--- src/slp_pkg.sv ---
// Package: register map, timing constants and types of the loop control
package slp_pkg;

  // ----------------------------------------------------------------------
  // Register map (byte address = 4 * index)
  // ----------------------------------------------------------------------
  localparam int SLP_NLOOP = 3;
  localparam int SLP_NREG = 9;
  localparam logic [5:0] SLP_IDX_MAIN = 6'h00;
  localparam logic [5:0] SLP_IDX_GAIN = 6'h01;
  localparam logic [5:0] SLP_IDX_PWR = 6'h02;
  localparam logic [5:0] SLP_IDX_N_RF1 = 6'h03;
  localparam logic [5:0] SLP_IDX_N_RF2 = 6'h04;
  localparam logic [5:0] SLP_IDX_N_IF = 6'h05;
  localparam logic [5:0] SLP_IDX_R_RF1 = 6'h06;
  localparam logic [5:0] SLP_IDX_R_RF2 = 6'h07;
  localparam logic [5:0] SLP_IDX_R_IF = 6'h08;
  localparam logic [5:0] SLP_IDX_IRQ_STAT = 6'h10;
  localparam logic [5:0] SLP_IDX_IRQ_MASK = 6'h11;
  localparam logic [5:0] SLP_IDX_LOOP_STAT = 6'h12;
  // Writable bits of each register, index 8 first
  localparam logic [SLP_NREG-1:0][17:0] SLP_WMASK = {
    18'h01FFF, 18'h01FFF, 18'h01FFF, 18'h0FFFF, 18'h1FFFF,
    18'h3FFFF, 18'h00003, 18'h0003F, 18'h03C68};
  localparam logic [17:0] SLP_REG_RST = 18'h00000;

  // ----------------------------------------------------------------------
  // Field positions and codes
  // ----------------------------------------------------------------------
  localparam int SLP_AUX_SEL_LSB = 12;
  localparam int SLP_XDIV2_BIT = 6;
  localparam int SLP_LOWBIAS_BIT = 5;
  localparam int SLP_AUTO_BIT = 3;
  localparam int SLP_IFPWR_BIT = 1;
  localparam int SLP_RFPWR_BIT = 0;
  localparam int SLP_RLSB_BITS = 13;
  localparam logic [1:0] SLP_AUX_LOCK = 2'h3;
  localparam logic [3:0] SLP_GAIN_FULL = 4'h8;
  localparam int SLP_IRQ_LOCKW_BIT = 3;

  // ----------------------------------------------------------------------
  // Timing
  // ----------------------------------------------------------------------
  localparam int SLP_CLK_HZ = 40000000;
  localparam logic [5:0] SLP_TUNE_PERIODS = 6'h0D;
  localparam logic [5:0] SLP_SETTLE_PERIODS = 6'h28;
  localparam int SLP_FAST_RATE_HZ = 500000;
  localparam int SLP_SETTLE_MAX_US = 100;
  localparam logic [11:0] SLP_SETTLE_MAX_CYC =
    12'(SLP_SETTLE_MAX_US * (SLP_CLK_HZ / 1000000));
  localparam logic [6:0] SLP_FAST_PERIOD_CYC =
    7'(SLP_CLK_HZ / SLP_FAST_RATE_HZ);

  // ----------------------------------------------------------------------
  // Types
  // ----------------------------------------------------------------------
  typedef enum logic [1:0] {
    SLP_OFF = 2'b00,
    SLP_TUNE = 2'b01,
    SLP_SETTLE = 2'b10,
    SLP_LOCK = 2'b11
  } slp_phase_t;

  typedef struct packed {
    logic psel;
    logic penable;
    logic pwrite;
    logic [7:0] paddr;
    logic [31:0] pwdata;
  } slp_apb_req_t;

  typedef struct packed {
    logic [31:0] prdata;
    logic pready;
    logic pslverr;
  } slp_apb_rsp_t;

  typedef struct packed {
    logic if_on;
    logic rf_on;
    logic ref_on;
  } slp_power_t;

  typedef struct packed {
    slp_phase_t phase;
    logic [12:0] rcnt;
    logic [5:0] pcnt;
    logic [11:0] cyc;
    logic [6:0] pmeas;
    logic fast;
    logic pwr;
  } slp_loop_t;

endpackage

--- src/slp_ctrl.sv ---
// Control logic of a three-loop synthesizer with APB register access
//
// Summary of operation
// RL1: Two-bit gain code scales gain: 00 full, 01 half, 10 quarter, 11 eighth.
// RL2: Host picks gain codes from each loop's N value range.
// RL3: First 13 update periods self-tune, then the loop controls frequency.
// RL4: Settling ends after 40 periods, or 100 us at fast update rates.
// RL5: RF output follows the RF loop whose R or N was last written.
// RL6: Low-bias bit set reduces IF amplifier bias; clear keeps full output.
// RL7: Powerdown pin low turns IF and RF off regardless of registers.
// RL8: Pin high, auto clear: each section follows its power enable bit.
// RL9: Pin high, auto set: both sections on, enable bits ignored.
// RL10: Reference amplifier is on when either power enable is high.
// RL11: Register writes are accepted in every power state.
// RL12: Aux pin shows the selected signal; code 011 gives lock warning. Only the lock warning code is decoded; other codes drive the pin low.
// RL13: Lock warning high while tuning or near range limit, else low; the aux pin drives it inverted, low while warning.
// RL14: Self-tune starts at loop power-up or on frequency change.
// RL15: Phase counters advance once per reference-divided-by-R period.
//
// Added by the designer: the address map and register access over APB.
`timescale 1ns/1ps

module slp_ctrl
(
  // Clock and reset
  input wire logic clk,
  input wire logic rstn,
  // APB slave
  input slp_pkg::slp_apb_req_t apb_req,
  output slp_pkg::slp_apb_rsp_t apb_rsp,
  // Device pins
  input wire logic powerdown_pin_n,
  input wire logic reference_input_pin,
  input wire logic [2:0] comp_limit_near,
  output logic aux_output_pin,
  // Analog controls
  output slp_pkg::slp_power_t power_ctl,
  output logic if_low_bias,
  output logic rf_vco_select,
  output logic [1:0] rf1_pd_gain,
  output logic [1:0] rf2_pd_gain,
  output logic [1:0] if_pd_gain,
  output logic [2:0][3:0] pd_rel_gain,
  // Loop status
  output logic [2:0] loop_in_control,
  output logic [2:0] loop_settled,
  output logic lock_warning_n,
  // Interrupt
  output logic irq
);
  import slp_pkg::*;

  // ----------------------------------------------------------------------
  // State
  // ----------------------------------------------------------------------
  typedef struct packed {
    logic [SLP_NREG-1:0][17:0] regs;
    slp_loop_t [SLP_NLOOP-1:0] loop;
    logic ref_d;
    logic ref_half;
    logic rf_sel;
    logic lockw;
    logic [3:0] irq_stat;
    logic [3:0] irq_mask;
    logic [31:0] rdata;
    slp_power_t pwr;
    logic aux;
    logic irq;
  } slp_state_t;

  slp_state_t q;
  slp_state_t nxt_q;
  logic addr_ok;
  logic [31:0] rd_val;

  // ----------------------------------------------------------------------
  // Address decode and read mux
  // ----------------------------------------------------------------------
  always_comb
  begin
    logic [5:0] ridx;
    ridx = apb_req.paddr[7:2];
    addr_ok = 1'b1;
    rd_val = 32'h00000000;
    if (apb_req.paddr[1:0] != 2'h0)
    begin
      addr_ok = 1'b0;
    end
    else if (ridx < 6'(SLP_NREG))
    begin
      rd_val = {14'h0000, q.regs[ridx[3:0]]};
    end
    else if (ridx == SLP_IDX_IRQ_STAT)
    begin
      rd_val = {28'h0000000, q.irq_stat};
    end
    else if (ridx == SLP_IDX_IRQ_MASK)
    begin
      rd_val = {28'h0000000, q.irq_mask};
    end
    else if (ridx == SLP_IDX_LOOP_STAT)
    begin
      rd_val = {25'h0000000, ~q.lockw, q.loop[2].phase,
                q.loop[1].phase, q.loop[0].phase};
    end
    else
    begin
      addr_ok = 1'b0;
    end
  end

  // Zero wait states; unmapped or unaligned addresses answer with error
  assign apb_rsp.pready = 1'b1;
  assign apb_rsp.pslverr = apb_req.psel & apb_req.penable & ~addr_ok;
  assign apb_rsp.prdata = q.rdata;

  // ----------------------------------------------------------------------
  // Next-state logic
  // ----------------------------------------------------------------------
  always_comb
  begin
    logic wr;
    logic [5:0] idx;
    logic ref_tick;
    logic [2:0] freq_wr;
    logic [2:0] pw;
    logic [2:0] settle_ev;
    logic [3:0] clr;
    logic upd;
    logic tune_any;
    logic near_any;
    logic if_en;
    logic rf_en;
    logic [12:0] rval;
    nxt_q = q;
    wr = apb_req.psel & apb_req.penable & apb_req.pwrite;
    idx = apb_req.paddr[7:2];
    freq_wr = 3'h0;
    settle_ev = 3'h0;
    clr = 4'h0;
    upd = 1'b0;
    tune_any = 1'b0;
    near_any = 1'b0;
    rval = 13'h0000;
    ref_tick = 1'b0;
    pw = 3'h0;
    if_en = 1'b0;
    rf_en = 1'b0;

    // Read data is captured in the setup cycle
    if (apb_req.psel && !apb_req.penable)
    begin
      nxt_q.rdata = rd_val;
    end

    // Writes are never gated by the power state [RL11]
    if (wr && addr_ok)
    begin
      if (idx < 6'(SLP_NREG))
      begin
        nxt_q.regs[idx[3:0]] = apb_req.pwdata[17:0] &
                               SLP_WMASK[idx[3:0]];
      end
      if (idx == SLP_IDX_N_RF1 || idx == SLP_IDX_R_RF1)
      begin
        freq_wr[0] = 1'b1;
        nxt_q.rf_sel = 1'b0; // [RL5]
      end
      else if (idx == SLP_IDX_N_RF2 || idx == SLP_IDX_R_RF2)
      begin
        freq_wr[1] = 1'b1;
        nxt_q.rf_sel = 1'b1; // [RL5]
      end
      else if (idx == SLP_IDX_N_IF || idx == SLP_IDX_R_IF)
      begin
        freq_wr[2] = 1'b1;
      end
      else if (idx == SLP_IDX_IRQ_STAT)
      begin
        clr = apb_req.pwdata[3:0];
      end
      else if (idx == SLP_IDX_IRQ_MASK)
      begin
        nxt_q.irq_mask = apb_req.pwdata[3:0];
      end
    end

    // Reference edge, optionally halved, feeds every R divider
    nxt_q.ref_d = reference_input_pin;
    nxt_q.ref_half = q.ref_half ^ (reference_input_pin & ~q.ref_d);
    ref_tick = reference_input_pin & ~q.ref_d &
               (~q.regs[SLP_IDX_MAIN][SLP_XDIV2_BIT] | q.ref_half);

    // Pin overrides all; auto forces both on; else enable bits
    if_en = powerdown_pin_n &
            (q.regs[SLP_IDX_MAIN][SLP_AUTO_BIT] |
             q.regs[SLP_IDX_PWR][SLP_IFPWR_BIT]); // [RL7] [RL8] [RL9]
    rf_en = powerdown_pin_n &
            (q.regs[SLP_IDX_MAIN][SLP_AUTO_BIT] |
             q.regs[SLP_IDX_PWR][SLP_RFPWR_BIT]); // [RL7] [RL8] [RL9]
    nxt_q.pwr.if_on = if_en;
    nxt_q.pwr.rf_on = rf_en;
    nxt_q.pwr.ref_on = if_en | rf_en; // [RL10]
    pw = {if_en, rf_en, rf_en};

    // Per-loop self-tune and settling sequencer
    for (int i = 0; i < SLP_NLOOP; i++)
    begin
      upd = 1'b0;
      rval = q.regs[SLP_IDX_R_RF1 + 6'(i)][SLP_RLSB_BITS-1:0];
      nxt_q.loop[i].pwr = pw[i];
      if (!pw[i])
      begin
        nxt_q.loop[i].phase = SLP_OFF;
        nxt_q.loop[i].rcnt = 13'h0000;
        nxt_q.loop[i].pcnt = 6'h00;
        nxt_q.loop[i].cyc = 12'h000;
      end
      else if (!q.loop[i].pwr || freq_wr[i])
      begin
        // Restart tuning at power-up or frequency change [RL14]
        nxt_q.loop[i].phase = SLP_TUNE;
        nxt_q.loop[i].rcnt = 13'h0000;
        nxt_q.loop[i].pcnt = 6'h00;
        nxt_q.loop[i].cyc = 12'h000;
        nxt_q.loop[i].pmeas = 7'h00;
        nxt_q.loop[i].fast = 1'b0;
      end
      else
      begin
        // Update period from reference divided by R; R of 0 acts as 1
        if (ref_tick)
        begin
          if (q.loop[i].rcnt + 13'h0001 >= rval)
          begin
            nxt_q.loop[i].rcnt = 13'h0000;
            upd = 1'b1; // [RL15]
          end
          else
          begin
            nxt_q.loop[i].rcnt = q.loop[i].rcnt + 13'h0001;
          end
        end
        // Measure the period to spot update rates above the limit
        if (upd)
        begin
          nxt_q.loop[i].fast = q.loop[i].pmeas < SLP_FAST_PERIOD_CYC;
          nxt_q.loop[i].pmeas = 7'h00;
        end
        else if (q.loop[i].pmeas != 7'h7F)
        begin
          nxt_q.loop[i].pmeas = q.loop[i].pmeas + 7'h01;
        end
        if (q.loop[i].cyc != 12'hFFF)
        begin
          nxt_q.loop[i].cyc = q.loop[i].cyc + 12'h001;
        end
        if (upd && q.loop[i].phase != SLP_LOCK)
        begin
          nxt_q.loop[i].pcnt = q.loop[i].pcnt + 6'h01; // [RL15]
        end
        case (q.loop[i].phase)
          SLP_TUNE:
          begin
            if (upd && q.loop[i].pcnt + 6'h01 == SLP_TUNE_PERIODS)
            begin
              nxt_q.loop[i].phase = SLP_SETTLE; // [RL3]
            end
          end
          SLP_SETTLE:
          begin
            if ((upd && q.loop[i].pcnt + 6'h01 == SLP_SETTLE_PERIODS) ||
                (q.loop[i].fast && q.loop[i].cyc >= SLP_SETTLE_MAX_CYC))
            begin
              nxt_q.loop[i].phase = SLP_LOCK; // [RL4]
              settle_ev[i] = 1'b1;
            end
          end
          default:
          begin
          end
        endcase
      end
      tune_any = tune_any | (q.loop[i].phase == SLP_TUNE);
      near_any = near_any |
                 (comp_limit_near[i] & (q.loop[i].phase != SLP_OFF));
    end

    // Lock warning while tuning or near the compensation limit
    nxt_q.lockw = tune_any | near_any; // [RL13]

    // Sticky events; a new event wins over a clear in the same cycle
    nxt_q.irq_stat = (q.irq_stat & ~clr) |
                     {nxt_q.lockw & ~q.lockw, settle_ev};
    nxt_q.irq = |(nxt_q.irq_stat & nxt_q.irq_mask);

    // Aux pin source; other select codes drive low
    nxt_q.aux = ~q.lockw & // [RL12]
                (q.regs[SLP_IDX_MAIN][SLP_AUX_SEL_LSB +: 2] ==
                 SLP_AUX_LOCK);
  end

  // ----------------------------------------------------------------------
  // State register
  // ----------------------------------------------------------------------
  always_ff @(posedge clk or negedge rstn)
  begin
    if (!rstn)
    begin
      q <= '0;
    end
    else
    begin
      q <= nxt_q;
    end
  end

  // ----------------------------------------------------------------------
  // Outputs
  // ----------------------------------------------------------------------
  // Per-loop gain scaling and status
  for (genvar g = 0; g < SLP_NLOOP; g++)
  begin : gen_loop
    assign pd_rel_gain[g] =
      SLP_GAIN_FULL >> q.regs[SLP_IDX_GAIN][2*g +: 2]; // [RL1]
    assign loop_in_control[g] = q.loop[g].phase == SLP_SETTLE ||
                                q.loop[g].phase == SLP_LOCK; // [RL3]
    assign loop_settled[g] = q.loop[g].phase == SLP_LOCK;
  end

  // Register-driven controls
  assign rf1_pd_gain = q.regs[SLP_IDX_GAIN][1:0];
  assign rf2_pd_gain = q.regs[SLP_IDX_GAIN][3:2];
  assign if_pd_gain = q.regs[SLP_IDX_GAIN][5:4];
  assign if_low_bias = q.regs[SLP_IDX_MAIN][SLP_LOWBIAS_BIT]; // [RL6]
  assign rf_vco_select = q.rf_sel; // [RL5]
  assign power_ctl = q.pwr;
  assign lock_warning_n = ~q.lockw;
  assign aux_output_pin = q.aux;
  assign irq = q.irq;

endmodule

--- config.mk ---
export PLATFORM = sky130hd
export DESIGN_NAME = slp_ctrl
export DESIGN_NICKNAME = d
export VERILOG_FILES = /design/src/slp_pkg.sv /design/src/slp_ctrl.sv
export SDC_FILE = /design/constraint.sdc
export NUM_CORES = 1
export LEC_CHECK = 0
export BUFFER_PORTS_ARGS = -buffer_cell sky130_fd_sc_hd__buf_4
export CAP_MARGIN = 20
export CORE_MARGIN = 5
export CORE_UTILIZATION = 40
export CTS_CLUSTER_DIAMETER = 60
export DETAILED_ROUTE_END_ITERATION = 10
export PLACE_DENSITY = 0.61
export SLEW_MARGIN = 0
export SYNTH_ARGS = -nofsm -noshare
export SYNTH_HDL_FRONTEND = slang
export SYNTH_SLANG_ARGS = --single-unit
--- constraint.sdc ---
create_clock -name clk -period 3.8 [get_ports clk]
set_clock_uncertainty 0.2 [all_clocks]
set_input_delay 0.38 -clock clk [delete_from_list [all_inputs] [get_ports clk]]
set_output_delay 0.38 -clock clk [all_outputs]
set_load 0.005 [all_outputs]
==> metrics.cfg, run 1 <==
[layout]
final_nets=1963
area_delta_synth_final_pct=15.3
regArea_um2=8010
final_cells=2404
fin_util_pct=46.8
nFillCells=3975
drive_above_1_share_pct=15.0
multi_input_area_um2=8290

[clock_network]
insertion_delay_ns=0.53
clkTransAtPathRegs_ns=0.06
cts.sinks=320
h-tree-depth=2
cts-root-buf=clkbuf_16
cts_buffers=38
clk_path_buf_depth=3
cts_tree=done

[timing]
finalCriticalPeriod_ns=3.58
tns_ns=0
hold_violations=0
finalSetupViolCount=0
worst_pin_slew_ns=1.05
max_freq_mhz=279
hold_ws_ns=0.0927
maxSlewViolCount=0
relSlewSlack_pct=29.6
finalCritPeriodShare_pct=94.3

[setup_path]
slowest_delay_ns=0.39
cp_cell_sequence=ha_1, nand3_1, nor2_1, and3_1, nand3_1, xnor2_1, ha_1, a21oi_1, o21ai_0, a22oi_1, o21ai_1, buf_4, or2_1, nor4b_1, a21o_1
reg2regPathDepth=15
critical_path_class=flop to flop
end_kind=flop
cp.arrival_ns=3.85
critPathLaunchType=flop
cp.required_ns=4.07
timing.critical_path.fanout_max=9
crit_path_top_delay_cell=dfrtp_1

[yosys]
synth_common_cells=dfrtp_1, nand2_1, o21ai_0, nor2_1, inv_1
yosysTopAreaCell=dfrtp_1
ys_warn_count=0
avgSynthCellArea_um2=9.70
synthArstFlopShare_pct=100
yosysMostFrequentCell=dfrtp_1
synth_top_area_share_pct=47.0
synth_edf_count=0
syn_area_um2=17000
ys_types=80
synth.area.top_cells=dfrtp_1, nand2_1, ha_1
synth-main-ff-cell=dfrtp_1
synth-seq-cells=320
ys_seq_area_share_pct=47.0
synth_cells=1758

[pwr]
leakage_nw=8.87
p_int_mw=5.80
swShare_pct=23.0
power_frac_comb_pct=5.5
p_seq_share_pct=46.1
p_clk_share_pct=48.4
p_per_area_nw_per_um2=383
ir_worst_vdd_v=0.000312
p_total_mw=7.53
switchingPower_mw=1.73

[route]
vias=13100
drtAntennaViolNets=0
drc=0
dr.max_layer_used=met4
dr.pass1.iters=5
viasPerCell=5.45
wl_met3_um=2110
routedWlPerCell_um=18.3
met1_length_um=20400
wl_met2_um=20400
routed_wl_um=44100
first_iter_violations=1115

[global_route]
grt_usage_pct=18.4
antenna_found_initial=1
grt_pass1_wl_um=70000
first_global_vias=12800
grt_max_degree=89
globalRoute.totalOverflow=0

[worst_hold_path]
worst_hold_path.num_cells=3
hp-class=primary input to flop

[floorplan]
fp-row-count=75
io_pins=116
fp.dieArea_um2=46900
start_util_pct=40.6
die_w_um=216
core_um2=42000
die_h_um=216

[flow_run]
max_cap_viol_count=0

[place]
place.gp.congestion=0.825
dp_hpwl_um=30900
place_inst=2319
io_buffers=86

[outcome]
status=complete, no violations

==> logic make-up after synthesis <==
group,after synthesis,share of synthesized area [%]
and+or+nand+nor,608,16.7
AOI/OAI and AO/OA,409,14.8
DFF,320,47.0
buffers and inverters,195,5.48
xor gates and xnor gates,84,4.32
adders and majority gates,77,5.65
muxes,63,6.03
other,2,0.0440
==> metal layers <==
metal	vias to the layer above	global-route usage, %
met5	-	0
met4	0	5.41
met3	63	2.92
met2	293	29.7
met1	6490	25.8
li1	6255	-
==> worst paths after layout <==
kind	to	startpoint	slack [ns]
worst min-delay path	power_ctl[0]	powerdown_pin_n	0.09
min in group asynchronous	apb_rsp[11]	rstn	0.23
max in group asynchronous	q[277]	rstn	2.09
worst max-delay path	q[56]	q[77]	0.22
worst max register to register	q[56]	q[77]	0.22
worst min register to register	q[220]	q[220]	0.28
==> sequential cells by signal, summed over array words and instances (netlist names) <==
register,cells
apb_rsp,18
if_pd_gain,2
q,289
rf1_pd_gain,2
if_low_bias,1
irq,1
aux_output_pin,1
rf2_pd_gain,2
rf_vco_select,1
power_ctl,3
==> power by group through the flow <==
stage          registers (mW)  logic, mW  clock network, mW
2_1_floorplan            3.53      0.208                  0
5_1_grt                  3.47      0.458               3.87
3_5_place_dp             3.53      0.402                  0
4_1_cts                  3.47      0.413               3.73
3_3_place_gp             3.53      0.396                  0
6_report                 3.47      0.414               3.65
==> layout by cell type (no fill, tap or decap), types with 28 or more instances in the layout <==
master     count
dfrtp_1      320
nand2_1      262
o21ai_0      169
nor2_1       127
buf_4        126
inv_1         79
ha_1          76
a21oi_1       62
nand3_1       51
xor2_1        44
o21ai_1       40
clkbuf_16     39
xnor2_1       38
and3_1        30
mux4_2        30
a22o_1        28
==> metrics by stage <==
| stage | setup WS, ns | area [um2] |
|---|---|---|
| 2_1_floorplan | 0.330 | 17100 |
| 3_3_place_gp | 0.112 | 18100 |
| 3_5_place_dp | 0.0482 | 18100 |
| 4_1_cts | 0.0212 | 19500 |
| 5_1_grt | -0.000775 | 19700 |
| 6_report | 0.218 | 19700 |
==> what timing repair did <==
| item | in CTS | in global routing |
|---|---|---|
| endpoints found under the hold margin | 98 | 0 |
| buffers inserted | 0 | 4 |
| endpoints found under the setup margin | 0 | 27 |
| gates resized for setup | 0 | 24 |
| hold buffers | 12 | 0 |
==> layout make-up <==
cell class,instances,share of cell area (%)
timing repair buffer,141,5.70
multi-input combinational,1256,42.2
sequential,320,40.7
antenna,2,0.0255
inverter,79,1.51
clock buffer,57,5.82
tap,539,3.43
clock inverter,10,0.579
==> worst max-delay path, delay by kind of cell (launching register included) <==
kind            cells  cell delay, ns
compound gates      5            0.72
xor+xnor            1            0.21
fa+ha+maj           2            0.54
buf+inv             1            0.19
flops               1            0.39
simple gates        6            1.28
Power figures use the tool's default switching activity.
==> run 2: changes to the inputs <==
--- a/config.mk
+++ b/config.mk
@@ -11,7 +11,7 @@
 export CORE_UTILIZATION = 40
 export CTS_CLUSTER_DIAMETER = 60
 export DETAILED_ROUTE_END_ITERATION = 10
-export PLACE_DENSITY = 0.61
+export PLACE_DENSITY = 0.59
 export SLEW_MARGIN = 0
 export SYNTH_ARGS = -nofsm -noshare
 export SYNTH_HDL_FRONTEND = slang
==> metrics.cfg, run 2 (synthesized netlist as in run 1, its figures left out) <==
[timing]
worst_pin_slew_ns=0.885
hold_violations=0
max_freq_mhz=273
finalCriticalPeriod_ns=3.66
finalCritPeriodShare_pct=96.3
finalSetupViolCount=0
relSlewSlack_pct=41.0
maxSlewViolCount=0
tns_ns=0

[floorplan]
io_pins=116
core_um2=42000
die_w_um=216
fp.dieArea_um2=46900
die_h_um=216
start_util_pct=40.6
fp-row-count=75

[route]
routedWlPerCell_um=18.0
routed_wl_um=43100
first_iter_violations=999
dr.pass1.iters=5
drtAntennaViolNets=0
drc=0
viasPerCell=5.36
vias=12900

[clock_network]
cts_buffers=41
insertion_delay_ns=0.56
cts_tree=done
h-tree-depth=2
cts-root-buf=clkbuf_16
clk_path_buf_depth=3
cts.sinks=320
clkTransAtPathRegs_ns=0.06

[layout]
fin_area_um2=19700
mostFrequentLayoutCells=dfrtp_1, nand2_1, o21ai_0, nor2_1, buf_4
area_delta_synth_final_pct=15.3
final_common_cell=dfrtp_1
top_register=q
largest_register_ffs=289
nFillCells=3943
regArea_um2=8010
final_nets=1956
multi_input_area_um2=8280
n_antenna_cell=0
final_cells=2397
drive_above_1_share_pct=14.9

[flow_run]
max_cap_viol_count=0

[global_route]
grt_pass1_wl_um=70400
globalRoute.totalOverflow=0
grt_usage_pct=18.5
grt_max_degree=97
antenna_found_initial=1
first_global_vias=12800

[outcome]
status=complete, no violations

[pwr]
p_total_mw=7.75
leakage_nw=8.86
p_per_area_nw_per_um2=394
ir_worst_vdd_v=0.000261

[setup_path]
cp.arrival_ns=3.88
timing.critical_path.fanout_max=5
cp.required_ns=4.02
critPathLaunchType=flop
end_kind=flop
reg2regPathDepth=15
critical_path_class=flop to flop

[worst_hold_path]
worst_hold_path.num_cells=3
hp-class=primary input to flop

[place]
place.gp.congestion=0.830
dp_hpwl_um=30300
io_buffers=86
place_inst=2311
place_area_um2=18100

[run 2: repair_timing]
action	in CTS	in global routing
endpoints found under the hold margin	110	0
buffers inserted	0	2
setup endpoints to repair	4	36
resized for setup	1	24
gates cloned	0	0
pin swaps	0	5
hold buffers	12	0
[run 2: report_power, final]
| group | switching [mW] | internal (mW) | leakage, nW | total (mW) |
|---|---|---|---|---|
| registers | 0.0266 | 3.45 | 4.44 | 3.47 |
| logic | 0.275 | 0.133 | 3.76 | 0.408 |
| clock network | 1.52 | 2.34 | 0.657 | 3.87 |
| total | 1.82 | 5.92 | 8.86 | 7.75 |
[run 2: final cells by class]
class                      count  area share, %
inverter                      79           1.51
sequential                   320           40.8
clock inverter                19           1.12
clock buffer                  53           5.65
multi-input combinational   1256           42.1
timing repair buffer         131           5.39
tap                          539           3.43
[run 2: final timing paths]
path,from,to,slack [ns]
worst max register to register,q[160],q[158],0.14
min in group asynchronous,rstn,apb_rsp[12],0.25
worst min-delay path,apb_req[14],q[243],0.07
max in group asynchronous,rstn,q[76],2.20
worst max-delay path,q[160],q[158],0.14
worst min register to register,q[220],q[220],0.28
[run 2: worst max-delay path: stages (launching register included)]
cell      delay (ns)
dfrtp_1         0.37
buf_4           0.14
and3_1          0.22
and3_1          0.24
and3_2          0.25
nand3_1         0.11
xnor2_1         0.18
ha_1            0.31
nand4_1         0.16
nor3_2          0.29
nand2b_1        0.16
o21a_1          0.24
buf_4           0.16
nor4b_2         0.30
xnor2_1         0.15
nor2_1          0.05
[run 2: stage by stage]
step	setup slack (ns)	hold WS, ns	util (%)
2_1_floorplan	0.330	-0.116	-
3_3_place_gp	0.0755	0.256	43.0
3_5_place_dp	0.0211	0.266	43.0
4_1_cts	0.0528	0.0407	46.4
5_1_grt	-0.0460	0.0617	46.7
6_report	0.142	0.0657	46.7
[run 2: metal layers]
layer	share of wire [%]	up-vias	track usage, %
li1	-	6243	-
met1	46	6292	25.2
met2	46	226	30.1
met3	4.3	88	3.14
met4	3.4	2	6.95
met5	0.030	-	0
==> run 3: changes to the inputs <==
--- a/config.mk
+++ b/config.mk
@@ -12,6 +12,7 @@
 export CTS_CLUSTER_DIAMETER = 60
 export DETAILED_ROUTE_END_ITERATION = 10
 export PLACE_DENSITY = 0.59
+export RECOVER_POWER = 100
 export SLEW_MARGIN = 0
 export SYNTH_ARGS = -nofsm -noshare
 export SYNTH_HDL_FRONTEND = slang
==> metrics.cfg, run 3 (synthesized netlist as in run 1, its figures left out) <==
[outcome]
status=finished with violations
violations=capacitance limit, slew limit

[route]
viasPerCell=5.36
dr.max_layer_used=met5
met1_length_um=20000
routedWlPerCell_um=18.0
routed_wl_um=43200
drc=0
wl_met3_um=1710
first_iter_violations=898
dr.pass1.iters=5
vias=12800
wl_met2_um=20100
drtAntennaViolNets=0

[clock_network]
cts_tree=done
cts_buffers=41
cts.sinks=320
h-tree-depth=2
clkTransAtPathRegs_ns=0.06
clk_path_buf_depth=3
insertion_delay_ns=0.56
cts-root-buf=clkbuf_16

[timing]
maxSlewViolCount=95
hold_ws_ns=0.0879
finalCritPeriodShare_pct=96.2
relSlewSlack_pct=-67.0
worst_pin_slew_ns=2.51
finalCriticalPeriod_ns=3.65
hold_violations=0
max_freq_mhz=274
finalWorstSetupSlack_ns=0.145
finalSetupViolCount=0

[worst_hold_path]
hp-start=apb_req[14]
min_to=q[243]
worst_hold_path.num_cells=3
hp-class=primary input to flop

[layout]
mostFrequentLayoutCells=dfrtp_1, nand2_1, o21ai_0, nor2_1, inv_1
final_common_cell=dfrtp_1
largest_register_ffs=289
final_nets=1956
area_delta_synth_final_pct=14.6
final_cells=2397
top_register=q
drive_above_1_share_pct=14.0
fin_util_pct=46.5
n_antenna_cell=0

[global_route]
grt_usage_pct=18.5
grt_max_degree=97
first_global_vias=12800
grt_pass1_wl_um=70400
globalRoute.totalOverflow=0
antenna_found_initial=1

[floorplan]
io_pins=116
die_w_um=216
die_h_um=216
fp-row-count=75
fp.dieArea_um2=46900
core_um2=42000
start_util_pct=40.6

[pwr]
p_seq_share_pct=44.9
switchingPower_mw=1.82
swShare_pct=23.6
p_int_mw=5.92
p_per_area_nw_per_um2=396
p_total_mw=7.74
p_clk_share_pct=49.9
leakage_nw=8.76
power_frac_comb_pct=5.2
ir_worst_vdd_v=0.000258

[place]
place_inst=2311
place_ws_ns=0.0211
io_buffers=86
dp_hpwl_um=30300
place.gp.congestion=0.830

[setup_path]
rr_startpoint=q[160]
crit_path_top_delay_cell=dfrtp_1
r2r_slack_ns=0.15
critPathLaunchType=flop
critical_path_class=flop to flop
cp_cell_sequence=buf_4, and3_1, and3_1, and3_2, nand3_1, xnor2_1, ha_1, nand4_1, nor3_2, nand2b_1, o21a_1, buf_4, nor4b_2, xnor2_1, nor2_1
slowest_delay_ns=0.37
end_kind=flop
timing.critical_path.fanout_max=5
cp.buffers_inverters=2
r2r_end=q[158]
reg2regPathDepth=15
cp.arrival_ns=3.88
cp_top_family=simple AND/OR/NAND/NOR gates
cp.required_ns=4.02

[flow_run]
max_cap_viol_count=1

run 3: cell types whose count changed in the layout (fill, tap and decap cells not counted), sizes merged:
cell	delta
buf	-66
clkbuf	+66
run 3: power by group through the flow:
stage	sequential (mW)	clock, mW	combinational [mW]
floorplan	3.53	0	0.208
global placement	3.53	0	0.393
detailed placement	3.53	0	0.400
CTS	3.47	3.96	0.411
global route	3.48	4.12	0.448
finish	3.47	3.87	0.402
run 3: how the worst max path moves through the flow:
stage / from / endpoint / slack [ns] / cells after the start
2_1_floorplan: q[160] / irq / 0.33 / 15
3_3_place_gp: q[118] / q[131] / 0.08 / 14
3_5_place_dp: q[118] / q[131] / 0.02 / 14
4_1_cts: q[161] / irq / 0.05 / 14
5_1_grt: q[160] / q[158] / -0.05 / 15
6_report: q[160] / q[158] / 0.15 / 15
run 3: what timing repair did:
| action | 4_1_cts | 5_1_grt |
|---|---|---|
| endpoints found under the hold margin | 110 | 0 |
| setup endpoints to repair | 4 | 36 |
| setup buffers | 0 | 2 |
| hold buffers | 12 | 0 |
| gates resized for setup | 1 | 24 |
| pin swaps | 0 | 5 |
run 3: final cells by class:
class,count,area [um2]
Fill cell,3964,22500
Multi-Input combinational cell,1256,8260
Sequential cell,320,8010
Clock buffer,53,1110
Timing Repair Buffer,131,976
Tap cell,539,674
Inverter,79,297
Clock inverter,19,220
run 3: routing by layer:
layer  GRT usage [%]  vias to the layer above
met2            30.1                      215
met5               0                        -
li1                -                     6244
met1            25.2                     6300
met3            3.14                       80
met4            6.95                        2
run 3: worst reg2reg max path: stages, from the launching register on:
cell      delay (ns)
dfrtp_1         0.37
buf_4           0.14
and3_1          0.22
and3_1          0.24
and3_2          0.25
nand3_1         0.11
xnor2_1         0.18
ha_1            0.31
nand4_1         0.16
nor3_2          0.29
nand2b_1        0.16
o21a_1          0.24
buf_4           0.16
nor4b_2         0.30
xnor2_1         0.15
nor2_1          0.05
run 3: per-stage QoR:
stage,instance area (um2),TNS [ns]
after global placement,18100,0
after detailed placement,18100,0
after floorplan,17100,0
after global routing,19500,-0.0661
after CTS,19500,0
final,19500,0
